<file path="config.mk">
export PLATFORM = sky130hd
export DESIGN_NAME = pair_timers
export DESIGN_NICKNAME = d
export VERILOG_FILES = /design/src/inc/timer_pkg.sv /design/src/hw/pair_timers.sv
export VERILOG_INCLUDE_DIRS = /design/src /design/src/inc
export SDC_FILE = /design/constraint.sdc
export NUM_CORES = 1
export LEC_CHECK = 0
export BUFFER_PORTS_ARGS = -buffer_cell sky130_fd_sc_hd__buf_2
export CAP_MARGIN = 20
export CORE_UTILIZATION = 43
export DETAILED_ROUTE_END_ITERATION = 6
export HOLD_SLACK_MARGIN = 0.08
export MAX_ROUTING_LAYER = met4
export PLACE_DENSITY = 0.59
export SETUP_SLACK_MARGIN = 0.4
export SYNTH_ARGS = -nofsm -noshare
export SYNTH_HDL_FRONTEND = slang
export SYNTH_SLANG_ARGS = --single-unit
</file>
<file path="constraint.sdc">
create_clock -name clk -period 7.6 [get_ports clk]
set_clock_uncertainty 0.05 [all_clocks]
set_input_delay 0.76 -clock clk [delete_from_list [all_inputs] [get_ports clk]]
set_output_delay 0.76 -clock clk [all_outputs]
set_load 0.05 [all_outputs]
</file>
<file path="src/inc/timer_map.svh">
`ifndef TIMER_MAP_SVH
`define TIMER_MAP_SVH

// Per-timer window: timer n occupies word addresses n*4 .. n*4+3.
`define TMR_CTRL_OFS      2'h0
`define TMR_COUNT_OFS     2'h1
`define TMR_PERIOD_OFS    2'h2

// Interrupt registers above the timer windows.
`define IRQ_STATUS_ADDR   8'h20
`define IRQ_CLEAR_ADDR    8'h21
`define IRQ_ENABLE_ADDR   8'h22

// Writable bits of the two control register flavours.
`define CTRL_LOWER_MASK   16'hA07A
`define CTRL_UPPER_MASK   16'hA072

// Reset values.
`define CTRL_RESET        16'h0000
`define COUNT_RESET       16'h0000
`define PERIOD_RESET      16'hFFFF
`define IRQ_RESET         8'h00

// Terminal prescaler counts for the four ratios.
`define PS_LAST_1         8'h00
`define PS_LAST_8         8'h07
`define PS_LAST_64        8'h3F
`define PS_LAST_256       8'hFF

`endif

</file>
<file path="src/inc/timer_pkg.sv">
package timer_pkg;

    typedef struct packed {
        logic       timer_on;
        logic       rsv14;
        logic       stop_in_idle;
        logic [5:0] rsv12_7;
        logic       gate_accumulate_enable;
        logic [1:0] prescale_select;
        logic       pair_join;
        logic       rsv2;
        logic       clock_source_select;
        logic       rsv0;
    } ctrl_t;

    typedef struct packed {
        logic [7:0]  addr;
        logic [15:0] wdata;
        logic        wr;
        logic        rd;
    } bus_req_t;

    typedef enum logic [1:0] {
        PS_DIV1   = 2'h0,
        PS_DIV8   = 2'h1,
        PS_DIV64  = 2'h2,
        PS_DIV256 = 2'h3
    } prescale_t;

endpackage

</file>
<file path="src/hw/pair_timers.sv">
// Strobed register access and the address map are this design's own decisions.
`timescale 1ns/1ps
`include "timer_map.svh"

// Function
// - Join bit merges pair into 32-bit timer
// - Split pair offers all synchronous modes
// - Lower holds low word, upper high
// - Joined mode ignores upper control register
// - Lower clock/gate drive; upper flag signals
// - Period high word from upper register
// - 32-bit period match raises interrupt
// - Gate accumulates only with internal clock
// - Prescale divides by 1, 8, 64, 256
// - Clock source selects pin edge or internal
// - Each timer synchronous timer or counter
// - Pairs one/two trigger converters one/two
// - Only first pair requests memory transfers
// - Only first pair feeds capture time base
module pair_timers (
    // Clock and reset
    input  wire logic              clk,
    input  wire logic              rstn,
    // Register port
    input  wire timer_pkg::bus_req_t bus_req,
    output logic [15:0]            rdata,
    // Pins and system state
    input  wire logic [7:0]        external_clock_pin,
    input  wire logic              cpu_idle,
    // Events and time base
    output logic                   irq,
    output logic                   adc1_trigger,
    output logic                   adc2_trigger,
    output logic                   dma_request,
    output logic [15:0]            timebase_lower,
    output logic [15:0]            timebase_upper
);
    import timer_pkg::*;

    ////////////////////////////////////////////////////////////////////////////////
    // Storage

    ctrl_t       ctrl_r   [8];
    logic [15:0] count_r  [8];
    logic [15:0] period_r [8];
    logic [7:0]  pre_r    [8];
    logic [7:0]  status_r;
    logic [7:0]  enable_r;
    logic [15:0] rdata_r;
    logic        adc1_r;
    logic        adc2_r;
    logic        dma_r;
    logic [7:0]  pin_s1_r;
    logic [7:0]  pin_s2_r;
    logic [7:0]  pin_s3_r;

    logic [15:0] count_nxt [8];
    logic [7:0]  run;
    logic [7:0]  src;
    logic [7:0]  tick;
    logic [7:0]  match_ev;
    logic [3:0]  joined;
    logic        win_hit;
    logic [2:0]  win_idx;
    logic [1:0]  win_ofs;

    ////////////////////////////////////////////////////////////////////////////////
    // Helpers

    function automatic logic [7:0] ps_last(input logic [1:0] ps);
        case (prescale_t'(ps))
            PS_DIV8:   ps_last = `PS_LAST_8;
            PS_DIV64:  ps_last = `PS_LAST_64;
            PS_DIV256: ps_last = `PS_LAST_256;
            default:   ps_last = `PS_LAST_1;
        endcase
    endfunction

    function automatic logic [15:0] ctrl_mask(input logic upper);
        ctrl_mask = upper ? `CTRL_UPPER_MASK : `CTRL_LOWER_MASK;
    endfunction

    assign win_hit = (bus_req.addr[7:5] == 3'h0) && (bus_req.addr[1:0] != 2'h3);
    assign win_idx = bus_req.addr[4:2];
    assign win_ofs = bus_req.addr[1:0];

    ////////////////////////////////////////////////////////////////////////////////
    // Pin synchronisers; the gate and the external clock share the same pin.

    always_ff @(posedge clk or negedge rstn) begin
        if (!rstn) begin
            pin_s1_r <= 8'h00;
            pin_s2_r <= 8'h00;
            pin_s3_r <= 8'h00;
        end else begin
            pin_s1_r <= external_clock_pin;
            pin_s2_r <= pin_s1_r;
            pin_s3_r <= pin_s2_r;
        end
    end

    ////////////////////////////////////////////////////////////////////////////////
    // Clock selection, gating and prescaler

    always_comb begin
        for (int p = 0; p < 4; p++) begin
            joined[p] = ctrl_r[2*p].pair_join;
        end
        for (int i = 0; i < 8; i++) begin
            run[i] = ctrl_r[i].timer_on && !(cpu_idle && ctrl_r[i].stop_in_idle)
                     && !((i % 2 == 1) && joined[i/2]);
            if (ctrl_r[i].clock_source_select) begin
                src[i] = pin_s2_r[i] && !pin_s3_r[i];
            end else if (ctrl_r[i].gate_accumulate_enable) begin
                src[i] = pin_s2_r[i];
            end else begin
                src[i] = 1'b1;
            end
            // A prescaler left above a newly lowered terminal count ticks at once, not after wrap.
            tick[i] = run[i] && src[i] && (pre_r[i] >= ps_last(ctrl_r[i].prescale_select));
        end
    end

    // The prescaler restarts whenever its timer stops, so a fresh start divides exactly.
    always_ff @(posedge clk or negedge rstn) begin
        if (!rstn) begin
            for (int i = 0; i < 8; i++) begin
                pre_r[i] <= 8'h00;
            end
        end else begin
            for (int i = 0; i < 8; i++) begin
                if (!run[i]) begin
                    pre_r[i] <= 8'h00;
                end else if (src[i]) begin
                    if (pre_r[i] >= ps_last(ctrl_r[i].prescale_select)) begin
                        pre_r[i] <= 8'h00;
                    end else begin
                        pre_r[i] <= pre_r[i] + 8'h01;
                    end
                end
            end
        end
    end

    ////////////////////////////////////////////////////////////////////////////////
    // Counters and period match

    always_comb begin
        logic [31:0] wide;
        logic [31:0] wide_per;
        wide     = 32'h0;
        wide_per = 32'h0;
        match_ev = 8'h00;
        for (int i = 0; i < 8; i++) begin
            count_nxt[i] = count_r[i];
        end
        for (int p = 0; p < 4; p++) begin
            // low word lower, high word upper
            wide     = {count_r[2*p+1], count_r[2*p]};
            wide_per = {period_r[2*p+1], period_r[2*p]};
            if (joined[p]) begin
                if (tick[2*p]) begin
                    if (wide == wide_per) begin
                        wide              = 32'h0;
                        match_ev[2*p+1]   = 1'b1;
                    end else begin
                        wide = wide + 32'h1;
                    end
                    count_nxt[2*p]   = wide[15:0];
                    count_nxt[2*p+1] = wide[31:16];
                end
            end else begin
                for (int k = 0; k < 2; k++) begin
                    if (tick[2*p+k]) begin
                        if (count_r[2*p+k] == period_r[2*p+k]) begin
                            count_nxt[2*p+k] = 16'h0000;
                            match_ev[2*p+k]  = 1'b1;
                        end else begin
                            count_nxt[2*p+k] = count_r[2*p+k] + 16'h0001;
                        end
                    end
                end
            end
        end
    end

    // A software write to a count register wins over a tick in the same cycle.
    always_ff @(posedge clk or negedge rstn) begin
        if (!rstn) begin
            for (int i = 0; i < 8; i++) begin
                count_r[i] <= `COUNT_RESET;
            end
        end else begin
            for (int i = 0; i < 8; i++) begin
                if (bus_req.wr && win_hit && win_idx == 3'(i) && win_ofs == `TMR_COUNT_OFS) begin
                    count_r[i] <= bus_req.wdata;
                end else begin
                    count_r[i] <= count_nxt[i];
                end
            end
        end
    end

    ////////////////////////////////////////////////////////////////////////////////
    // Control and period registers

    // counting starts only once timer_on is written, after setup.
    always_ff @(posedge clk or negedge rstn) begin
        if (!rstn) begin
            for (int i = 0; i < 8; i++) begin
                ctrl_r[i]   <= ctrl_t'(`CTRL_RESET);
                period_r[i] <= `PERIOD_RESET;
            end
        end else if (bus_req.wr && win_hit) begin
            if (win_ofs == `TMR_CTRL_OFS) begin
                ctrl_r[win_idx] <= ctrl_t'(bus_req.wdata & ctrl_mask(win_idx[0]));
            end
            if (win_ofs == `TMR_PERIOD_OFS) begin
                period_r[win_idx] <= bus_req.wdata;
            end
        end
    end

    ////////////////////////////////////////////////////////////////////////////////
    // Interrupt status, enable and clear

    // A match in the cycle of its clear keeps the flag set.
    always_ff @(posedge clk or negedge rstn) begin
        if (!rstn) begin
            status_r <= `IRQ_RESET;
        end else if (bus_req.wr && bus_req.addr == `IRQ_CLEAR_ADDR) begin
            status_r <= (status_r & ~bus_req.wdata[7:0]) | match_ev;
        end else begin
            status_r <= status_r | match_ev;
        end
    end

    always_ff @(posedge clk or negedge rstn) begin
        if (!rstn) begin
            enable_r <= `IRQ_RESET;
        end else if (bus_req.wr && bus_req.addr == `IRQ_ENABLE_ADDR) begin
            enable_r <= bus_req.wdata[7:0];
        end
    end

    assign irq = |(status_r & enable_r);

    ////////////////////////////////////////////////////////////////////////////////
    // Trigger outputs

    always_ff @(posedge clk or negedge rstn) begin
        if (!rstn) begin
            adc1_r <= 1'b0;
            adc2_r <= 1'b0;
            dma_r  <= 1'b0;
        end else begin
            adc1_r <= match_ev[1];
            adc2_r <= match_ev[3];
            dma_r  <= match_ev[0] | match_ev[1];
        end
    end

    assign adc1_trigger = adc1_r;
    assign adc2_trigger = adc2_r;
    assign dma_request  = dma_r;

    assign timebase_lower = count_r[0];
    assign timebase_upper = count_r[1];

    ////////////////////////////////////////////////////////////////////////////////
    // Read data, valid only in the cycle after the read strobe

    always_ff @(posedge clk or negedge rstn) begin
        if (!rstn) begin
            rdata_r <= 16'h0000;
        end else if (!bus_req.rd) begin
            rdata_r <= 16'h0000;
        end else if (win_hit) begin
            case (win_ofs)
                `TMR_CTRL_OFS:   rdata_r <= 16'(ctrl_r[win_idx]);
                `TMR_COUNT_OFS:  rdata_r <= count_r[win_idx];
                `TMR_PERIOD_OFS: rdata_r <= period_r[win_idx];
                default:         rdata_r <= 16'h0000;
            endcase
        end else if (bus_req.addr == `IRQ_STATUS_ADDR) begin
            rdata_r <= {8'h00, status_r};
        end else if (bus_req.addr == `IRQ_ENABLE_ADDR) begin
            rdata_r <= {8'h00, enable_r};
        end else begin
            rdata_r <= 16'h0000;
        end
    end

    assign rdata = rdata_r;

endmodule

</file>
== After elaboration in Yosys (flattened, before gate mapping) ==
Index checks and enable logic that the tools add are counted.

* Input bits: 37
* Memories kept: 0
* Bits in latches: 0
* Bits in registers: 507
* Bits in writable memories: 0
* ROM bits: 0
* Word-level logic and storage cells: 475
* Output and inout bits: 52

* $lt $le $gt $ge: 18
* $add $sub $neg: 20
* Bitwise gates (word level): 8
* Eq/ne operators: 61
* Reduce and logical (&&, ||, !) cells: 103
* Divide/modulo/power cells: 0
* Multiply operators: 0
* Mux-type cells: 152
* Shift-type cells: 0

{| class="wikitable"
|+ Operator list
! kind !! count
|-
| $mux 16 || 34
|-
| $mux 32 || 12
|-
| $mux 8 || 42
|-
| $bwmux 128 || 2
|-
| $pmux 8 s3 || 8
|-
| $bmux 16 s3 || 3
|-
| $add 16x1->16 const B || 8
|-
| $add 32x1->32 const B || 4
|-
| $eq 16x16->1 || 8
|-
| $eq 32x32->1 || 4
|-
| $ge 8x8->1 || 16
|-
| $logic_and 1x1->1 || 65
|-
| $add 8x1->8 const B || 8
|-
| $demux 16 s3 || 1
|-
| $mux 1 || 48
|-
| $pmux 16 s3 || 1
|-
| $eq 2x2->1 const B || 17
|-
| $eq 8x6->1 const B || 3
|-
| $logic_not 1->1 || 20
|-
| $eq 2x1->1 const B || 9
|-
| $ne 2x2->1 const B || 9
|-
| $and 16x16->16 || 1
|-
| $and 8x8->8 || 2
|-
| $or 8x8->8 || 2
|-
| 16 further kinds || 35
|}

== Logic depth before layout (Yosys ltp) ==
Gate-level depths: netlist (run 1).

* Depth in word-level cells: 10
* Mapped depth: 11
* Gate-level depth less buffers: 9

== Worst setup path after synthesis (run 1) ==
OpenSTA, ideal clock, no wires.

* Path kind: input to register
* Start: in bus_req[20] in the netlist's numbering
* End: reg period_r[10] in the netlist's numbering
* Setup time: 0.082 ns
* Path slack: 4.597 ns
* Data required time: 7.468 ns
* Arrival time: 2.871 ns
* Buffers on the path: 5
* Stages on the path: 8
* Path through: buf_2 buf_2 buf_2 buf_2 nand3_1 nor2_1 buf_4 mux2_2

* Longest elaborated chain between the ends: 6
* Elaborated cells between the ends (all ways): 7
* Those cells by class: 2 x order compare; 3 x mux; 1 x bitwise; 1 x reduce/logical

{| class="wikitable"
|+ RTL lines
! element !! line !! text
|-
| start: declaration || pair_timers.sv:25 || <nowiki>input wire timer_pkg::bus_req_t bus_req,</nowiki>
|-
| $not 3->4 (not written as such) (*) || pair_timers.sv:219 || <nowiki>period_r[win_idx] <= bus_req.wdata;</nowiki>
|-
| $ge 4x4->1 (not written as such) or $lt 4x1->1 (tied branches) || pair_timers.sv:219 ||
|-
| $logic_and 1x1->1 (not written as such) || pair_timers.sv:219 ||
|-
| $mux 16 (not written as such) || pair_timers.sv:219 ||
|-
| $demux 16 s3 (*) || pair_timers.sv:219 ||
|-
| $bwmux 128 (*) || pair_timers.sv:219 ||
|-
| end signal: indexed assignment || pair_timers.sv:212 || <nowiki>period_r[i] <= `PERIOD_RESET;</nowiki>
|-
| end signal: indexed assignment || pair_timers.sv:219 ||
|-
| end: declaration || pair_timers.sv:45 || <nowiki>logic [15:0] period_r [8];</nowiki>
|}

Every way passes the cells marked *; elsewhere a longest branch is shown, timed or not.
A chain may end at the register's enable or synchronous reset.

== Final worst setup path (run 1) ==
* Start: in bus_req[23] in the netlist's numbering
* End: reg count_r[52] in the netlist's numbering

* Longest elaborated chain between the ends: 6
* Elaborated cells between the ends (all ways): 7
* Those cells by class: 1 x mux; 6 x reduce/logical

{| class="wikitable"
|+ RTL lines
! element !! line !! text
|-
| $logic_not 3->1 (*) || pair_timers.sv:83 || <nowiki>assign win_hit = (bus_req.addr[7:5] == 3'h0) && (bus_req.addr[1:0] != 2'h3);</nowiki>
|-
| $logic_and 1x1->1 (*) || pair_timers.sv:83 ||
|-
| $logic_and 1x1->1 (*) (2 in series) || pair_timers.sv:195 || <nowiki>if (bus_req.wr && win_hit && win_idx == 3'(i) && win_ofs == `TMR_COUNT_OFS) begin</nowiki>
|-
| $logic_and 1x1->1 (no line) (*) || n/a ||
|-
| $mux 16 or $reduce_bool 2->1 (tied branches) || n/a ||
|-
| end signal: indexed assignment || pair_timers.sv:191 || <nowiki>count_r[i] <= `COUNT_RESET;</nowiki>
|-
| end signal: indexed assignment || pair_timers.sv:196 || <nowiki>count_r[i] <= bus_req.wdata;</nowiki>
|-
| end signal: indexed assignment || pair_timers.sv:198 || <nowiki>count_r[i] <= count_nxt[i];</nowiki>
|-
| end: declaration || pair_timers.sv:44 || <nowiki>logic [15:0] count_r [8];</nowiki>
|}

Marks and branches as above.

==> flow_summary.yaml, run 1 <==
outcome:
  status: "complete, no violations"
setup_path:
  path_cells: "buf_2 > nor3_1 > and3_1 > and2_1 > o21bai_1 > nand3b_1 > o21ai_0 > a221o_1"
  slowest_delay_ns: 0.77
  worstSetupEndpointType: "flip-flop"
  critPathKind: "in -> reg"
  cp_top_family: "simple AND/OR/NAND/NOR gates"
  critical_path_required_ns: 8.04
  crit_path_top_delay_cell: "nor3_1"
  crit_fanout: 25
  start_kind: "primary input"
  cp.arrival_ns: 4.51
  path_buf_inv: 1
power_and_ir_drop:
  ir_worst_vdd_mv: 0.159
  cellPowerDensity_nw_per_um2: 223
  p_leak_nw: 12.4
detailed_routing:
  wl_per_cell_um: 26.4
  drt_iter0_markers: 2368
  via_per_inst: 6.42
  remaining_drc_errors: 0
  routed_wl_mm: 93.5
  ant_nets: 0
  num_vias: 22700
  dr.pass1.iters: 5
synthesis:
  synth_area_per_cell_sq_um: 10.0
  synthCells: 2697
  ys.flop_type: "dfrtp_1"
  ys_ff_latch: 435
  synth_cell_types: 90
  synth_area_sq_um: 27000
  yosysSeqAreaShare_pct: 40.9
  synthArstFlopShare_pct: 100
  syn-num-nets: 2798
  ys_warn_count: 0
  synth_edf_count: 0
timing:
  fin_setup_tns_ns: 0
  post-route-period-util_pct: 53.5
  setup_viol: 0
  grt_setup_unrepaired: "no"
  hold_viol_final: 0
  worst_slew_pin_slew_ns: 1.13
  slew_viol_final: 0
  slew_headroom_pct: 24.4
  layout_setup_ws_ns: 3.53
  hold_slack_ns: 0.198
  max_freq_ghz: 0.246
  min_period_ns: 4.07
cts:
  holdBufCountCts: 0
  cts.sink_count: 435
  clkLatencyLatePin_ns: 0.62
  cts_tree: "yes"
  h-tree-depth: 2
  clockBufferDepth: 3
  cts_resized: 0
  cts_made_buffers: 52
  cts_root_buf: "clkbuf_16"
  clkTransAtPathRegs_ns: 0.06
  cts_setup_buffers: 0
layout:
  fillers: 5772
  fin_area_sq_um: 29500
  layout.nets: 2758
  area_growth_pct: 9.23
  layout_common_cells: "dfrtp_1, nand2_1, o21ai_0, mux2_2, nor2_1"
  drive_above_1_share_pct: 23.6
  final_common_cell: "dfrtp_1"
placement:
  placed_area_sq_um: 27700
  gp_congestion: 0.947
  place_ws_ns: 3.05
  post-dp-hpwl_mm: 64.3
  port_buffers: 88
floorplan:
  rows: 91
  chipHeight_um: 253
  die_w_um: 253
  dieArea_sq_um: 63900
  io_pins: 89
  core-area_sq_um: 61900
  start_util_pct: 43.6
global_routing:
  grt_pass1_wl_mm: 142
  grt_use_total_pct: 30.2
  grt_start_max_net_pins: 153
  antenna_found_initial: 4
  grt_pass1_vias: 21900
  grt_remaining_overflow: 0
worst_hold_path:
  min_path_type: "in -> async"
flow_run:
  maxCapViolCount: 0
[cells in the mapped netlist, drive strengths merged, types with 23 or more instances]
cell,number,share of area (%)
nor3,29,0.54
mux4,82,6.8
xor2,80,2.6
a21oi,88,1.6
nor2b,24,0.56
dfrtp,307,28
a211oi,25,0.69
dfstp,128,12
nand2,234,3.3
clkbuf,148,2.3
nor2,181,2.5
o21ai,231,4.3
o31ai,24,0.67
inv,43,0.60
nand3,82,1.5
buf,65,1.6
a31oi,42,0.97
nor4,41,1.1
a21o,24,0.67
mux2,186,7.7
xnor2,67,2.2
nand4,73,1.7
and3,80,1.9
and2,30,0.70
ha,64,3.0
a221o,23,0.85
[report_power, final]
group | internal [W] | total [W] | switching (W)
combinational | 0.000444 | 0.00115 | 0.000707
clock | 0.00152 | 0.00257 | 0.00105
sequential | 0.00249 | 0.00286 | 0.000366
total | 0.00445 | 0.00658 | 0.00213
[stage by stage]
step	power, W	cells	util, %
floorplan	0.00358	2697	-
global placement	0.00398	3435	44.7
detailed placement	0.00401	3438	44.8
CTS	0.00660	3532	47.6
global route	0.00684	3535	47.7
finish	0.00658	3536	47.7
[worst paths after layout]
kind                                         start                       to  slack, ns  cells after the start
setup / recovery                       bus_req[23]  count_r[52]$_DFFE_PN0P_       3.53                      8
hold / removal                                rstn    pre_r[59]$_DFFE_PN0P_       0.20                      1
setup reg to reg           count_r[94]$_DFFE_PN0P_  count_r[83]$_DFFE_PN0P_       3.78                      7
hold reg to reg              pin_s1_r[2]$_DFF_PN0_    pin_s2_r[2]$_DFF_PN0_       0.29                      0
max in group asynchronous                     rstn     pre_r[5]$_DFFE_PN0P_       5.86                      2
min in group clk             external_clock_pin[6]    pin_s1_r[6]$_DFF_PN0_       0.21                      1
[layer usage]
metal  vias up  track usage [%]  wire [um]
met4         0             14.5       4930
li1       9991                -          -
met5         -                -          0
met2      1019             45.0      42200
met1     11400             40.0      38600
met3       261             4.98       7760
[cells by family after synthesis]
family / count (synthesis) / share of synthesized area, %
xor+xnor: 147 / 4.76
flops: 435 / 40.9
simple gates: 869 / 16.3
mux: 279 / 15.0
buf+inv: 256 / 4.44
fa+ha+maj: 64 / 2.96
compound gates: 647 / 15.7
[cell type report]
| type | instances | area, sq um | share of cell area [%] |
|---|---|---|---|
| sequential | 435 | 11000 | 37.4 |
| multi-input combinational | 2006 | 14800 | 50.1 |
| tap | 837 | 1050 | 3.55 |
| inverter | 43 | 161 | 0.547 |
| timing repair buffer | 119 | 737 | 2.50 |
| antenna | 2 | 5.00 | 0.0170 |
| clock buffer | 66 | 1460 | 4.93 |
| clock inverter | 28 | 289 | 0.979 |
[state kept, by name, summed over array words and instances, names as in the netlist, 8 cells and up]
| name | cells |
|---|---|
| pin_s1_r | 8 |
| pin_s3_r | 8 |
| ctrl_r | 56 |
| count_r | 96 |
| rdata | 16 |
| timebase_upper | 16 |
| pin_s2_r | 8 |
| period_r | 128 |
| status_r | 8 |
| pre_r | 64 |
| timebase_lower | 16 |
| enable_r | 8 |
Note: power is estimated with default switching activity, not from simulation.
==> run 2, diff against run 1 <==
- PLACE_DENSITY: 0.59 -> 0.61
- clock period: 7.6 -> 3.57 ns (I/O delays scaled with it)
==> run 2 against run 1 <==
  * Die area unchanged
  * First-iteration DRC count increased by 20%
  * Sequential power increased by 110%
  * Clock power increased by 120%
  * Design area increased by 3.6%
  * Sequential share of layout area decreased by 1.3 points
  * Via count increased by 4.7%
  * Wire length increased by 6.0%
  * Highest routed layer unchanged
  * Largest power group unchanged
  * Non-clock buffer count increased by 125
==> flow_summary.yaml, run 2 (synthesis gave the netlist of run 1 again) <==
outcome:
  status: "complete, no violations"
placement:
  gp_congestion: 1.03
  post-dp-hpwl_mm: 69.8
  placed_area_sq_um: 28700
  port_buffers: 88
layout:
  layout.nets: 2882
  largest_register: "period_r"
  final_common_cell: "dfrtp_1"
  area_growth_pct: 13.1
  fin_area_sq_um: 30600
  drive_above_1_share_pct: 27.1
  fillers: 5806
  largest_reg_flops: 128
  reg_top3: "period_r x128, count_r x96, pre_r x64"
  layout_common_cells: "dfrtp_1, nand2_1, o21ai_0, mux2_2, nor2_1"
setup_path:
  cp.arrival_ns: 3.37
  critPathKind: "reg -> reg"
  reg2reg_depth: 9
  critical_path_required_ns: 3.97
  crit_fanout: 13
  start_kind: "flip-flop"
  worstSetupEndpointType: "flip-flop"
power_and_ir_drop:
  p_leak_nw: 13.0
  switchingPower_w: 0.00468
  seqPwrFrac_pct: 40.9
  internal-power_w: 0.00977
  cellPowerDensity_nw_per_um2: 472
  pwr-share-clk_pct: 38.4
  ir_worst_vdd_mv: 0.346
  power.total_w: 0.0144
  netSwitchingFraction_pct: 32.4
  comb_power_share_pct: 20.7
cts:
  clockBufferDepth: 3
  clkTransAtPathRegs_ns: 0.06
  cts_made_buffers: 51
  cts_setup_buffers: 0
  cts_tree: "yes"
  cts_root_buf: "clkbuf_16"
  clkLatencyLatePin_ns: 0.62
  cts.sink_count: 435
  h-tree-depth: 2
detailed_routing:
  wl_per_cell_um: 27.0
  drt_iter0_markers: 2844
  remaining_drc_errors: 0
  num_vias: 23800
  ant_nets: 0
  via_per_inst: 6.49
  dr.pass1.iters: 5
  routed_wl_mm: 99.1
timing:
  setup_viol: 0
  grt_setup_unrepaired: "yes"
  hold_viol_final: 0
  min_period_ns: 2.97
  slew_viol_final: 0
  hold_slack_ns: 0.229
  worst_slew_pin_slew_ns: 1.14
  slew_headroom_pct: 24.2
  max_freq_ghz: 0.337
  fin_setup_tns_ns: 0
  post-route-period-util_pct: 83.2
global_routing:
  grt_pass1_vias: 23000
  met3_usage_pct: 6.13
  grt_start_max_net_pins: 103
  antenna_found_initial: 6
  busiest_layer: "met2"
  met1_usage_pct: 40.5
  grt_use_total_pct: 32.1
  grt_pass1_wl_mm: 149
  grt_remaining_overflow: 0
  grtUsageMet2_pct: 48.6
floorplan:
  chipHeight_um: 253
  rows: 91
  io_pins: 89
  dieArea_sq_um: 63900
  start_util_pct: 43.6
  core-area_sq_um: 61900
  die_w_um: 253
flow_run:
  maxCapViolCount: 0
worst_hold_path:
  min_path_type: "in -> async"
==> run 2: worst max-delay path: stages (launching register included) <==
cell and delay [ns]:
dfrtp_1 0.40, nor2_1 0.23, ha_1 0.28, or2_2 0.30, a21oi_1 0.17, o211a_2 0.35, or3_1 0.23, and2_2 0.33
a21oi_1 0.08, o41ai_1 0.40
==> run 2: what timing repair did <==
action                     CTS  global route
resized for setup            5            16
hold endpoints to repair    59             0
hold buffers                10             0
setup endpoints to repair   18            55
pin swaps                    0             0
==> run 2: cell type report <==
| cell class | count | area, sq um | share of cell area [%] |
|---|---|---|---|
| repair buffers | 244 | 1720 | 5.62 |
| flip-flops and latches | 435 | 11000 | 36.1 |
| well taps | 837 | 1050 | 3.42 |
| clock inverters | 27 | 309 | 1.01 |
| inverters | 43 | 161 | 0.528 |
| clock buffers | 67 | 1450 | 4.74 |
| diodes | 6 | 15.0 | 0.0491 |
| multi-input cells | 2006 | 14800 | 48.5 |
==> run 2: path summary, 6_finish.rpt <==
path | slack, ns | endpoint | from
max | 0.60 | count_r[71]$_DFFE_PN0P_ | ctrl_r[84]$_DFFE_PN0P_
min | 0.23 | pin_s1_r[1]$_DFF_PN0_ | rstn
max reg2reg | 0.60 | count_r[71]$_DFFE_PN0P_ | ctrl_r[84]$_DFFE_PN0P_
min reg2reg | 0.30 | pin_s2_r[7]$_DFF_PN0_ | pin_s1_r[7]$_DFF_PN0_
max in group asynchronous | 2.26 | pre_r[15]$_DFFE_PN0P_ | rstn
min in group clk | 0.27 | count_r[9]$_DFFE_PN0P_ | bus_req[11]
==> run 2: through the flow <==
stage | std cells | setup slack, ns | util [%]
finish | 3665 | 0.599 | 49.4
detailed placement | 3555 | 0.288 | 46.3
global route | 3665 | 0.378 | 49.4
CTS | 3659 | 0.415 | 49.3
floorplan | 2697 | 0.802 | -
global placement | 3555 | 0.359 | 46.3
==> run 2: power groups by stage <==
| stage | combinational, W | clock (W) | sequential, W |
|---|---|---|---|
| floorplan | 0.00193 | 0 | 0.00568 |
| global placement | 0.00286 | 0 | 0.00595 |
| detailed placement | 0.00291 | 0 | 0.00595 |
| CTS | 0.00293 | 0.00563 | 0.00587 |
| global route | 0.00320 | 0.00580 | 0.00592 |
| finish | 0.00300 | 0.00555 | 0.00590 |
==> run 2: routing by layer <==
layer,wire length [um],share of wire (%)
met3,8860,8.9
met4,6080,6.1
met5,0,0
met1,39000,39
met2,45200,46
